--- config.mk ---
export PLATFORM = sky130hd
export DESIGN_NAME = ssal_layout
export DESIGN_NICKNAME = d
export VERILOG_FILES = /design/src/logic/ssal_pkg.sv /design/src/logic/ssal_layout.sv
export SDC_FILE = /design/constraint.sdc
export NUM_CORES = 2
export LEC_CHECK = 0
export BUFFER_PORTS_ARGS = -buffer_cell sky130_fd_sc_hd__buf_2
export CORE_MARGIN = 2
export CORE_UTILIZATION = 35
export CTS_BUF_LIST = sky130_fd_sc_hd__clkbuf_4 sky130_fd_sc_hd__clkbuf_8 sky130_fd_sc_hd__clkbuf_16
export CTS_CLUSTER_SIZE = 25
export DETAILED_ROUTE_END_ITERATION = 10
export SETUP_SLACK_MARGIN = 0.2
export SKIP_LAST_GASP = 1
export SLEW_MARGIN = 20
export SYNTH_ARGS = -nofsm -noshare
export SYNTH_HDL_FRONTEND = slang
export SYNTH_SLANG_ARGS = --single-unit
--- constraint.sdc ---
create_clock -name clk_i -period 5.3 [get_ports clk_i]
set_input_delay 0.53 -clock clk_i [delete_from_list [all_inputs] [get_ports clk_i]]
set_output_delay 0.53 -clock clk_i [all_outputs]
set_load 0.02 [all_outputs]
--- src/logic/ssal_pkg.sv ---
// Shared constants and types for the state save area layout unit.
// Assumes a single core clock and a classic Wishbone register master.
package ssal_pkg;

  // Area geometry, in bytes from the save area base
  localparam logic [15:0] LEGACY_BYTES = 16'h0200;
  localparam logic [15:0] HDR_OFS = 16'h0200;
  localparam logic [15:0] HDR_COMPACT_OFS = 16'h0208;
  localparam logic [15:0] HDR_RSVD_OFS = 16'h0210;
  localparam logic [15:0] EXT_OFS = 16'h0240;
  localparam logic [15:0] ALIGN_MASK = 16'h003f;
  // Legacy fields
  localparam logic [15:0] FP_STATUS_OFS = 16'h0002;
  localparam logic [15:0] FP_TAG_OFS = 16'h0004;
  localparam logic [15:0] FP_RSVD_OFS = 16'h0005;
  localparam logic [15:0] FP_OPCODE_OFS = 16'h0006;
  localparam logic [15:0] FP_IP_OFS = 16'h0008;
  localparam logic [15:0] FP_DP_OFS = 16'h0010;
  localparam logic [15:0] VEC_CSR_OFS = 16'h0018;
  localparam logic [15:0] VEC_MASK_OFS = 16'h001c;
  localparam logic [15:0] FP_STACK_OFS = 16'h0020;
  localparam logic [15:0] VEC_REG_OFS = 16'h00a0;
  localparam logic [15:0] LEGACY_USED_END = 16'h01a0;
  localparam logic [15:0] LEGACY_RSVD_END = 16'h01d0;
  // Component numbering and bitmap layout
  localparam logic [5:0] COMP_FP = 6'h00;
  localparam logic [5:0] COMP_VEC128 = 6'h01;
  localparam logic [5:0] COMP_FIRST_EXT = 6'h02;
  localparam logic [5:0] COMP_LAST_EXT = 6'h3e;
  localparam int FMT_BIT = 63;
  // Enumerated sizes, standard offsets, alignment (values arbitrary except the wide upper halves)
  localparam logic [15:0] SIZE_WIDE = 16'h0100;
  localparam logic [15:0] SIZE_V512_MASK = 16'h0040;
  localparam logic [15:0] SIZE_V512_HI = 16'h0200;
  localparam logic [15:0] SIZE_V512_UP = 16'h0400;
  localparam logic [15:0] SIZE_PKEY = 16'h0008;
  localparam logic [15:0] STD_WIDE = 16'h0240;
  localparam logic [15:0] STD_V512_MASK = 16'h03c0;
  localparam logic [15:0] STD_V512_HI = 16'h0400;
  localparam logic [15:0] STD_V512_UP = 16'h0600;
  localparam logic [15:0] STD_PKEY = 16'h0a00;
  localparam logic [63:0] ALIGN_TABLE = 64'h0000_0000_0000_0240;
  // Register byte addresses
  localparam logic [7:0] REG_CTRL = 8'h00;
  localparam logic [7:0] REG_USER_MASK = 8'h04;
  localparam logic [7:0] REG_SUP_MASK = 8'h08;
  localparam logic [7:0] REG_SAVED_LO = 8'h0c;
  localparam logic [7:0] REG_SAVED_HI = 8'h10;
  localparam logic [7:0] REG_COMPACT_LO = 8'h14;
  localparam logic [7:0] REG_COMPACT_HI = 8'h18;
  localparam logic [7:0] REG_QUERY_IDX = 8'h1c;
  localparam logic [7:0] REG_QUERY_OFS = 8'h20;
  localparam logic [7:0] REG_QUERY_SIZE = 8'h24;
  localparam logic [7:0] REG_EXT_SIZE = 8'h28;
  localparam logic [7:0] REG_PROBE_ADDR = 8'h2c;
  localparam logic [7:0] REG_PROBE_CLASS = 8'h30;
  localparam int CTRL_START_BIT = 0;
  localparam int CTRL_DONE_BIT = 1;
  localparam int QUERY_PRESENT_BIT = 31;

  // Wishbone request from the master
  typedef struct packed {
    logic cyc;
    logic stb;
    logic we;
    logic [7:0] adr;
    logic [3:0] sel;
    logic [31:0] dat;
  } ssal_wb_req_t;

  // Field that a byte offset falls in
  typedef enum logic [4:0] {
    FLD_FP_CONTROL = 5'h00, FLD_FP_STATUS = 5'h01, FLD_FP_TAG = 5'h02, FLD_LEGACY_RSVD = 5'h03,
    FLD_FP_OPCODE = 5'h04, FLD_FP_IP = 5'h05, FLD_FP_DP = 5'h06, FLD_VEC_CSR = 5'h07,
    FLD_VEC_MASK = 5'h08, FLD_FP_STACK = 5'h09, FLD_VEC_REG = 5'h0a, FLD_LEGACY_UNUSED = 5'h0b,
    FLD_HDR_SAVED = 5'h0c, FLD_HDR_COMPACT = 5'h0d, FLD_HDR_RSVD = 5'h0e, FLD_EXTENDED = 5'h0f
  } ssal_field_t;

  function automatic logic [15:0] comp_size(input logic [5:0] i);
    case (i)
      6'h02: return SIZE_WIDE;
      6'h05: return SIZE_V512_MASK;
      6'h06: return SIZE_V512_HI;
      6'h07: return SIZE_V512_UP;
      6'h09: return SIZE_PKEY;
      default: return 16'h0000;
    endcase
  endfunction

  function automatic logic [15:0] comp_std_ofs(input logic [5:0] i);
    case (i)
      6'h01: return VEC_CSR_OFS;
      6'h02: return STD_WIDE;
      6'h05: return STD_V512_MASK;
      6'h06: return STD_V512_HI;
      6'h07: return STD_V512_UP;
      6'h09: return STD_PKEY;
      default: return 16'h0000;
    endcase
  endfunction

endpackage

--- src/logic/ssal_layout.sv ---
// State save area layout unit: computes where each state component lives.
// Assumes a classic Wishbone master on clk_i and a synchronous reset.
//
// Added by the designer: register access over Wishbone and the register offsets.
module ssal_layout
  import ssal_pkg::*;
(
  // Clock and reset
  input wire logic clk_i,
  input wire logic rst_i,
  // Wishbone slave
  input wire ssal_wb_req_t wb_i,
  output logic [31:0] wb_dat_o,
  output logic wb_ack_o,
  // Layout status
  output logic restore_compacted_o,
  output logic layout_busy_o
);

  ////////////////////////////////////////////////////////////////////////////
  // Walk state machine types
  typedef enum logic [2:0] {
    ST_IDLE = 3'b001,
    ST_WALK = 3'b010,
    ST_DONE = 3'b100
  } ssal_state_t;

  ssal_state_t state;
  logic [5:0] idx;
  logic cmp_mode;
  logic seen;
  logic [15:0] prev_end;
  logic [15:0] ext_end;
  logic [15:0] ext_size;
  logic [15:0] loc_mem [0:63];
  logic [63:0] present_mem;
  logic [31:0] user_mask;
  logic [31:0] sup_mask;
  logic [63:0] saved_bitmap;
  logic [63:0] compaction_bitmap;
  logic [5:0] query_idx;
  logic [15:0] probe_addr;
  logic wr_en;
  logic rd_en;
  logic start;
  logic [31:0] next_rd_data;
  logic [15:0] next_loc;
  logic [15:0] cur_size;
  logic cur_present;
  logic [15:0] cur_end;
  ssal_field_t probe_field;
  logic [3:0] probe_row;

  ////////////////////////////////////////////////////////////////////////////
  // Bus handshake: one access per ack, ack drops the cycle after
  assign wr_en = wb_i.cyc && wb_i.stb && wb_i.we && wb_ack_o;
  assign rd_en = wb_i.cyc && wb_i.stb && !wb_i.we && !wb_ack_o;
  assign start = wr_en && (wb_i.adr == REG_CTRL) && wb_i.sel[0] && wb_i.dat[CTRL_START_BIT];

  always_ff @(posedge clk_i) begin
    if (rst_i) begin
      wb_ack_o <= 1'b0;
    end else begin
      wb_ack_o <= wb_i.cyc && wb_i.stb && !wb_ack_o;
    end
  end

  // Byte-lane merge for writes
  function automatic logic [31:0] wmerge(input logic [31:0] old, input logic [31:0] nw, input logic [3:0] sel);
    logic [31:0] r;
    r = old;
    for (int b = 0; b < 4; b++) begin
      if (sel[b]) begin
        r[b*8 +: 8] = nw[b*8 +: 8];
      end
    end
    return r;
  endfunction

  ////////////////////////////////////////////////////////////////////////////
  // Layout inputs; frozen while a walk runs so results stay coherent
  always_ff @(posedge clk_i) begin
    if (rst_i) begin
      user_mask <= 32'h0000_0000;
      sup_mask <= 32'h0000_0000;
      compaction_bitmap <= 64'h0000_0000_0000_0000;
    end else if (wr_en && state != ST_WALK) begin
      case (wb_i.adr)
        REG_USER_MASK: user_mask <= wmerge(user_mask, wb_i.dat, wb_i.sel);
        REG_SUP_MASK: sup_mask <= wmerge(sup_mask, wb_i.dat, wb_i.sel);
        REG_COMPACT_LO: compaction_bitmap[31:0] <= wmerge(compaction_bitmap[31:0], wb_i.dat, wb_i.sel);
        REG_COMPACT_HI: compaction_bitmap[63:32] <= wmerge(compaction_bitmap[63:32], wb_i.dat, wb_i.sel);
        default: ;
      endcase
    end
  end

  // Header image and query/probe selectors
  always_ff @(posedge clk_i) begin
    if (rst_i) begin
      saved_bitmap <= 64'h0000_0000_0000_0000;
      query_idx <= 6'h00;
      probe_addr <= 16'h0000;
    end else if (wr_en) begin
      case (wb_i.adr)
        REG_SAVED_LO: saved_bitmap[31:0] <= wmerge(saved_bitmap[31:0], wb_i.dat, wb_i.sel);
        REG_SAVED_HI: saved_bitmap[63:32] <= wmerge(saved_bitmap[63:32], wb_i.dat, wb_i.sel);
        REG_QUERY_IDX: query_idx <= wb_i.sel[0] ? wb_i.dat[5:0] : query_idx;
        REG_PROBE_ADDR: probe_addr <= 16'(wmerge({16'h0000, probe_addr}, wb_i.dat, wb_i.sel));
        default: ;
      endcase
    end
  end

  assign restore_compacted_o = compaction_bitmap[FMT_BIT];
  assign layout_busy_o = (state == ST_WALK);

  ////////////////////////////////////////////////////////////////////////////
  // Placement of the component under the walk index
  always_comb begin
    // Only supported extended components carry a size
    cur_size = (idx >= COMP_FIRST_EXT) ? comp_size(idx) : 16'h0000;
    cur_present = cmp_mode ? compaction_bitmap[idx] : ((user_mask | sup_mask) >> idx) != 32'h0 && (cur_size != 16'h0000)
                  && ((user_mask | sup_mask) & (32'h1 << idx)) != 32'h0;
    if (idx < COMP_FIRST_EXT) begin
      next_loc = comp_std_ofs(idx);
    end else if (!cmp_mode) begin
      next_loc = comp_std_ofs(idx);
    end else if (!seen) begin
      next_loc = EXT_OFS;
    end else if (ALIGN_TABLE[idx]) begin
      next_loc = (prev_end + ALIGN_MASK) & ~ALIGN_MASK;
    end else begin
      next_loc = prev_end;
    end
    cur_end = next_loc + cur_size;
  end

  // Ascending walk over components 0 to 62
  always_ff @(posedge clk_i) begin
    if (rst_i) begin
      state <= ST_IDLE;
      idx <= 6'h00;
      cmp_mode <= 1'b0;
    end else begin
      case (state)
        ST_IDLE, ST_DONE: begin
          if (start) begin
            state <= ST_WALK;
            idx <= COMP_FP;
            cmp_mode <= compaction_bitmap[FMT_BIT];
          end
        end
        ST_WALK: begin
          if (idx == COMP_LAST_EXT) begin
            state <= ST_DONE;
          end else begin
            idx <= idx + 6'h01;
          end
        end
        default: state <= ST_IDLE;
      endcase
    end
  end

  // Track the nearest lower present component
  always_ff @(posedge clk_i) begin
    if (rst_i) begin
      seen <= 1'b0;
      prev_end <= EXT_OFS;
      ext_end <= EXT_OFS;
    end else if (start && state != ST_WALK) begin
      seen <= 1'b0;
      prev_end <= EXT_OFS;
      ext_end <= EXT_OFS;
    end else if (state == ST_WALK && idx >= COMP_FIRST_EXT && cur_present) begin
      // Absent components leave the chain untouched
      seen <= cmp_mode ? 1'b1 : seen;
      prev_end <= cmp_mode ? cur_end : prev_end;
      ext_end <= (cur_end > ext_end) ? cur_end : ext_end;
    end
  end

  // Result table and extended size; cleared so a query before any walk reads zero
  always_ff @(posedge clk_i) begin
    if (rst_i) begin
      for (int k = 0; k < 64; k++) begin
        loc_mem[k] <= 16'h0000;
      end
    end else if (state == ST_WALK) begin
      loc_mem[idx] <= next_loc;
    end
  end

  always_ff @(posedge clk_i) begin
    if (rst_i) begin
      present_mem <= 64'h0000_0000_0000_0000;
    end else if (state == ST_WALK) begin
      present_mem[idx] <= (idx < COMP_FIRST_EXT) || cur_present;
    end
  end

  assign ext_size = ext_end - EXT_OFS;

  ////////////////////////////////////////////////////////////////////////////
  // Field classification of a byte offset in the area
  always_comb begin
    probe_row = 4'h0;
    // Everything below 512 is legacy region
    if (probe_addr >= LEGACY_BYTES) begin
      if (probe_addr < HDR_COMPACT_OFS) begin
        probe_field = FLD_HDR_SAVED;
      end else if (probe_addr < HDR_RSVD_OFS) begin
        probe_field = FLD_HDR_COMPACT;
      end else if (probe_addr < EXT_OFS) begin
        probe_field = FLD_HDR_RSVD;
      end else begin
        probe_field = FLD_EXTENDED;
      end
    end else if (probe_addr >= LEGACY_USED_END) begin
      probe_field = (probe_addr < LEGACY_RSVD_END) ? FLD_LEGACY_RSVD : FLD_LEGACY_UNUSED;
    end else if (probe_addr >= VEC_REG_OFS) begin
      probe_field = FLD_VEC_REG;
      probe_row = 4'((probe_addr - VEC_REG_OFS) >> 4);
    end else if (probe_addr >= FP_STACK_OFS) begin
      // Stack rows, upper six bytes reserved
      probe_row = 4'((probe_addr - FP_STACK_OFS) >> 4);
      probe_field = (probe_addr[3:0] >= 4'ha) ? FLD_LEGACY_RSVD : FLD_FP_STACK;
    end else if (probe_addr >= VEC_MASK_OFS) begin
      probe_field = FLD_VEC_MASK;
    end else if (probe_addr >= VEC_CSR_OFS) begin
      probe_field = FLD_VEC_CSR;
    end else if (probe_addr >= FP_DP_OFS) begin
      probe_field = FLD_FP_DP;
    end else if (probe_addr >= FP_IP_OFS) begin
      probe_field = FLD_FP_IP;
    end else if (probe_addr >= FP_OPCODE_OFS) begin
      probe_field = FLD_FP_OPCODE;
    end else if (probe_addr >= FP_RSVD_OFS) begin
      probe_field = FLD_LEGACY_RSVD;
    end else if (probe_addr >= FP_TAG_OFS) begin
      probe_field = FLD_FP_TAG;
    end else if (probe_addr >= FP_STATUS_OFS) begin
      probe_field = FLD_FP_STATUS;
    end else begin
      probe_field = FLD_FP_CONTROL;
    end
  end

  ////////////////////////////////////////////////////////////////////////////
  // Read data; unmapped addresses read zero
  always_comb begin
    case (wb_i.adr)
      REG_CTRL: next_rd_data = {30'h0, state == ST_DONE, state == ST_WALK};
      REG_USER_MASK: next_rd_data = user_mask;
      REG_SUP_MASK: next_rd_data = sup_mask;
      REG_SAVED_LO: next_rd_data = saved_bitmap[31:0];
      REG_SAVED_HI: next_rd_data = saved_bitmap[63:32];
      REG_COMPACT_LO: next_rd_data = compaction_bitmap[31:0];
      REG_COMPACT_HI: next_rd_data = compaction_bitmap[63:32];
      REG_QUERY_IDX: next_rd_data = {26'h0, query_idx};
      REG_QUERY_OFS: next_rd_data = {present_mem[query_idx], 15'h0, loc_mem[query_idx]};
      REG_QUERY_SIZE: next_rd_data = {16'h0, comp_size(query_idx)};
      REG_EXT_SIZE: next_rd_data = {16'h0, ext_size};
      REG_PROBE_ADDR: next_rd_data = {16'h0, probe_addr};
      REG_PROBE_CLASS: next_rd_data = {20'h0, probe_row, 3'h0, probe_field};
      default: next_rd_data = 32'h0000_0000;
    endcase
  end

  always_ff @(posedge clk_i) begin
    if (rst_i) begin
      wb_dat_o <= 32'h0000_0000;
    end else if (rd_en) begin
      wb_dat_o <= next_rd_data;
    end
  end
endmodule

# == After elaboration in Yosys (flattened, before gate mapping) ==
# Memory sizes are Yosys's and may differ from the RTL's. A register that Yosys moved wholly into a read port is not among the register bits.
# Index checks and enable logic that the tools add are counted.
# W data, S select, Z words.
# classes
add_sub_neg,6
n_lt_le_gt_ge,23
n_eq_ne,31
shift,2
mux,57
bitwise,2
reduce_logical,59
# ops
op,n
$pmux W32 S13,1
$pmux W11 S5,2
$mux W16,6
$reduce_and A3 Y1,28
$pmux W12 S6,1
$bwmux W64,1
$reduce_bool A32 Y1,2
$ge A16 B3 Y1 const B,3
$ge A16 B5 Y1 const B,3
$lt A16 B10 Y1 const B,3
$mux W6,7
$eq A8 B6 Y1 const B,5
$mux W4,10
$eq A6 B3 Y1 const B,6
$and A32 B32 Y32,1
$eq A8 B5 Y1 const B,4
$or A32 B32 Y32,1
$shl A1 B6 Y32 const A,1
$shr A32 B6 Y32,1
$mux W3,6
$add A16 B16 Y16,1
$add A16 B6 Y16 const B,1
$eq A8 B4 Y1 const B,2
$ge A16 B10 Y1 const B,1
43 further kinds,83
# word_totals
ff_bits,354
ramBits,1024
mem_bits_ro,64
input_bits,49
out_inout_bits,35
word_cells,218
mem_count,2
# mem_list
name,depth,width,rd,rd_ports_with_merged_regs,write_ports,line_no,rtl
loc_mem,64,16,1,1,64,ssal_layout.sv:35,logic [15:0] loc_mem [0:63];
(name not given),64,1,1,1,0,ssal_layout.sv:131,end else if (ALIGN_TABLE[idx]) begin

# == Longest topological paths before layout ==
# logic_depth
ltp_word,14
ltp_mapped,28
ltp_nobuf,24

# == Least setup slack after synthesis ==
# Ideal clock, no wire load.
# synth_path
path_type,flip-flop to flip-flop
startpoint,register idx[0]
endpoint,register ext_end[13]
setup_time_ns,0.132
t_arrival_ns,5.138
t_required_ns,5.168
setup_slack_ns,0.030
path_stages_with_launch,27
n_path_buf,5
synth_period_minus_slack_ns,5.270
cell_sequence,dfxtp_1 -> inv_2 -> clkbuf_1 -> ha_1 -> clkbuf_1 -> or3_1 -> o2111ai_1 -> a22o_1 -> clkbuf_1 -> buf_1 -> inv_1 -> ha_1 -> or2_2 -> a21oi_1 -> a21oi_1 -> nor3b_1 -> xnor2_1 -> ha_1 -> nand4_1 -> nor2_1 -> nand3_1 -> o31a_1 -> o31ai_1 -> o21ba_2 -> buf_1 -> a21oi_1 -> nor3_1
# synth_between
word_cells_on_any_way,29
cone_classes,add/sub (1); order compare (3); eq/ne (6); shift (2); mux (8); bitwise (1); reduce/logical (8)
# synth_rtl
item,line_no,rtl
start: declaration,ssal_layout.sv:29,logic [5:0] idx;
start signal: assignment,ssal_layout.sv:158,idx <= idx + 6'h01;
$eq A6 B4 Y1 (tied with other cells),ssal_pkg.sv:91,case (i)
$pmux W12 S6,ssal_pkg.sv:91,
$mux W16,ssal_layout.sv:127,end else if (!cmp_mode) begin
$mux W16 *,ssal_layout.sv:125,if (idx < COMP_FIRST_EXT) begin
named net next_loc[9],ssal_layout.sv:47,logic [15:0] next_loc;
$add A16 B16 Y16 *,ssal_layout.sv:136,cur_end = next_loc + cur_size;
named net cur_end[13],ssal_layout.sv:50,logic [15:0] cur_end;
$gt A16 B16 Y1,ssal_layout.sv:180,ext_end <= (cur_end > ext_end) ? cur_end : ext_end;
$reduce_and A2 Y1 (no source line),n/a,
end signal: assignment,ssal_layout.sv:180,
end: declaration,ssal_layout.sv:33,logic [15:0] ext_end;
# Mark *: on every way through the listed nets, which the timed path passes. The rest lies on a longest branch. The select of a mux whose other input is x is not followed.
# A chain may end at the register's enable or synchronous reset.

# == Final worst setup path ==
# layout_path
startpoint,register idx[1]
endpoint,register ext_end[1]
# layout_between
word_cells_on_any_way,29
cone_classes,add/sub (1); order compare (3); eq/ne (6); shift (2); mux (8); bitwise (1); reduce/logical (8)
# layout_rtl
item,line_no
$eq A6 B4 Y1 (tied with other cells),ssal_pkg.sv:91
$pmux W12 S6,ssal_pkg.sv:91
$mux W16,ssal_layout.sv:127
$mux W16 *,ssal_layout.sv:125
named net next_loc[9],ssal_layout.sv:47
$add A16 B16 Y16 *,ssal_layout.sv:136
named net cur_end[13],ssal_layout.sv:50
$gt A16 B16 Y1 *,ssal_layout.sv:180
$reduce_and A2 Y1 (no source line) *,n/a
# Marks and branches as above.

==> run_results.csv <==
group,metric,value,unit
placed_design,dp_hpwl,128500,um
sta,min_period_over_period,0.9076,
pwr,p_int,18050,uW
grt,grt_max_degree,76,
yosys,synth_area_per_cell,12.47,um2
final_layout,area_growth,13.30,%
cts,cts_made_buffers,142,
yosys,synth_most_common_cell,"nor2_1",
yosys,synth.top_cell.area_share,0.4943,
pwr,p_leak,0.02138,uW
floorplan,initial_utilization,0.3529,
placed_design,place_ws,0.3683,ns
final_layout,finalNetCount,5061,
yosys,synth_area,62210,um2
cts,clkSinkCount,1385,
yosys,synth_area_leaders,"edfxtp_1 49%, mux4_2 13%, dfxtp_1 12%",
sta,setup_tns,0,ns
floorplan,die_h,425.6,um
run,drv_cap,0,
sta,slew_viol_final,0,
pwr,p_clk_frac,0.445,
detailed_routing,wire_per_inst,26.78,um
cts,clockRootBuffer,"clkbuf_16",
pwr,p_sw_frac,0.2168,
sta,finalWorstSetupSlack,0.4898,ns
critical_path,end_kind,"register",
yosys,ys_types,81,
floorplan,ios,84,
cts,cts_tree,"yes",
cts,cts_setup_buffers,0,
detailed_routing,viasPerCell,5.769,
sta,skew,0.04136,ns
outcome,status,"finished, final reports clean",
detailed_routing,drc,0,
detailed_routing,drt_iter0_markers,5522,
critical_path,critPathMaxFanout,14,
grt,overflow,0,
detailed_routing,drt_pass1_iterations,6,
cts,clkTransAtPathRegs,0.06,ns
placed_design,portBuffers,83,
grt,use_met1,0.2956,
yosys,ys.flop_type,"edfxtp_1",
floorplan,rows,154,
grt,grt_pass1_wl,289900,um
pwr,power_density,327.0,nW/um2
critical_path,crit_required,6.01,ns
yosys,async_flop_share,0,
yosys,netlist_top_cells_count,"1261 x nor2_1, 1024 x edfxtp_1, 362 x mux4_2",
sta,maxSlewHeadroom,0.1695,
sta,fin_crit,4.810,ns
detailed_routing,antenna_left,0,
sta,worst-slew-pin-transition,1.244,ns
grt,busiest_layer,"met2",
cts,htree_levels,4,
yosys,ys_ff_latch,1385,
grt,use_met3,0.05671,
yosys,synth.largest_area_cell,"edfxtp_1",
grt,grt_pass1_vias,41510,
yosys,yosysWarnings,0,
cts,clk_path_buf_depth,3,
detailed_routing,vias,42920,
yosys,yosysSeqAreaShare,0.6104,
grt,grt_usage,0.2177,
sta,rsz0062_at_grt,"no",
pwr,power_frac_comb,0.030,
critical_path,cp_data_arrival_time,5.52,ns
final_layout,drive_gt1_frac,0.1837,
placed_design,place.gp.congestion,0.9098,
pwr,power.switching,4998,uW
yosys,syn-instance-count,4988,
grt,antenna_found_initial,13,
yosys,synth_edf_count,1024,
floorplan,die_w,425.6,um
cts,clk_latency,0.81,ns
min_path,holdCritPathClass,"primary input to register",
critical_path,path_class,"register to register",
sta,fmax,207.9,MHz
floorplan,core_area,176300,um2
sta,hold_violations,0,
detailed_routing,finalWirelength,199200,um
floorplan,dieArea,181100,um2
pwr,vdd_drop_max,0.2604,mV
critical_path,startpoint_type,"register",
pwr,p_seq_frac,0.525,
sta,setup_violations,0,
grt,met2_usage,0.3351,
## metal layers
layer | wire [um] | up-vias
li1 | - | 18330
met1 | 79530 | 21890
met2 | 90950 | 2344
met3 | 21240 | 344
met4 | 7420 | 10
met5 | 72 | -
## path summary, 6_finish.rpt
path	cells after the start	slack, ns	from	endpoint
worst max-delay path	21	0.49	idx[1]	ext_end[1]
worst min-delay path	3	0.05	wb_i[21]	saved_bitmap[21]
worst max register to register	21	0.49	idx[1]	ext_end[1]
worst min register to register	2	0.45	saved_bitmap[17]	saved_bitmap[17]
## area by class of cell
cell class,count,area [um2]
fillers,16530,105800
flip-flops and latches,1385,38000
multi-input cells,3112,22650
clock buffers,205,4167
well taps,2340,2928
repair buffers,235,1747
clock inverters,55,590.6
inverters,104,391.6
diodes,4,10.01
## worst max-delay path: stages, from the launching register on
cell	delay [ns]
dfxtp_2	0.39
inv_2	0.08
ha_2	0.28
nor2_1	0.07
o21ai_0	0.20
o2111ai_2	0.22
a22o_4	0.32
inv_1	0.06
ha_1	0.28
or2_2	0.29
a21oi_1	0.19
a21oi_2	0.09
nor3b_1	0.17
xnor2_1	0.34
ha_1	0.33
a21oi_1	0.14
o21ai_0	0.10
and3_1	0.19
o31ai_1	0.33
o21bai_4	0.28
nor2_1	0.15
o31ai_1	0.22
## placed cells by master (no fill, tap or decap), drive strengths merged, types with 64 or more instances in the layout
cell,Yosys,final
a21oi,180,180
a22oi,73,73
buf,93,231
clkbuf,317,206
dfxtp,361,361
edfxtp,1024,1024
inv,103,114
mux2i,152,152
mux4,362,362
nand2,316,316
nand3,134,134
nor2,1262,1262
nor3,81,81
o21ai,64,64
o22ai,67,67
## what timing repair did
action                                  in CTS  in global routing
hold buffers                                 3                  0
endpoints found under the setup margin       0                 16
gates resized for setup                      0                  9
hold endpoints to repair                     2                  0
## sequential cells by signal, summed over array words and instances (netlist names), named ones only
signal and flops:
loc_mem 1024, compaction_bitmap 64, present_mem 64, saved_bitmap 64, sup_mask 32, user_mask 32
wb_dat_o 32, ext_end 16, prev_end 16, probe_addr 16, idx 6, query_idx 6
state 3, cmp_mode 1, seen 1, wb_ack_o 1
## power by group through the flow
stage | registers (uW) | logic, uW | clock network (uW)
global route | 12100 | 706 | 10800
finish | 12100 | 681 | 10300
detailed placement | 12300 | 672 | 0
CTS | 12100 | 676 | 10400
floorplan | 12300 | 357 | 0
global placement | 12300 | 667 | 0
## per-stage QoR
| stage | power, uW | instances | area [um2] | hold WS [ns] | utilization |
|---|---|---|---|---|---|
| CTS | 23160 | 7433 | 70380 | 0.009610 | 0.3992 |
| finish | 23050 | 7440 | 70490 | 0.04970 | 0.3998 |
| floorplan | 12650 | 5011 | 62300 | 0.4226 | - |
| global route | 23640 | 7436 | 70480 | 0.04026 | 0.3997 |
| detailed placement | 13010 | 7170 | 65590 | 0.4403 | 0.3720 |
| global placement | 12980 | 7168 | 65540 | 0.4354 | 0.3718 |
## cells by family after synthesis
logic type | share of synthesized area
AOI/OAI and AO/OA | 0.06146
other | 0.00006028
muxes | 0.1566
buffers and inverters | 0.03391
and+or+nand+nor | 0.1274
xor gates and xnor gates | 0.003660
DFF | 0.6104
adders and majority gates | 0.006436
No activity file was read; power rests on OpenSTA's default activity.
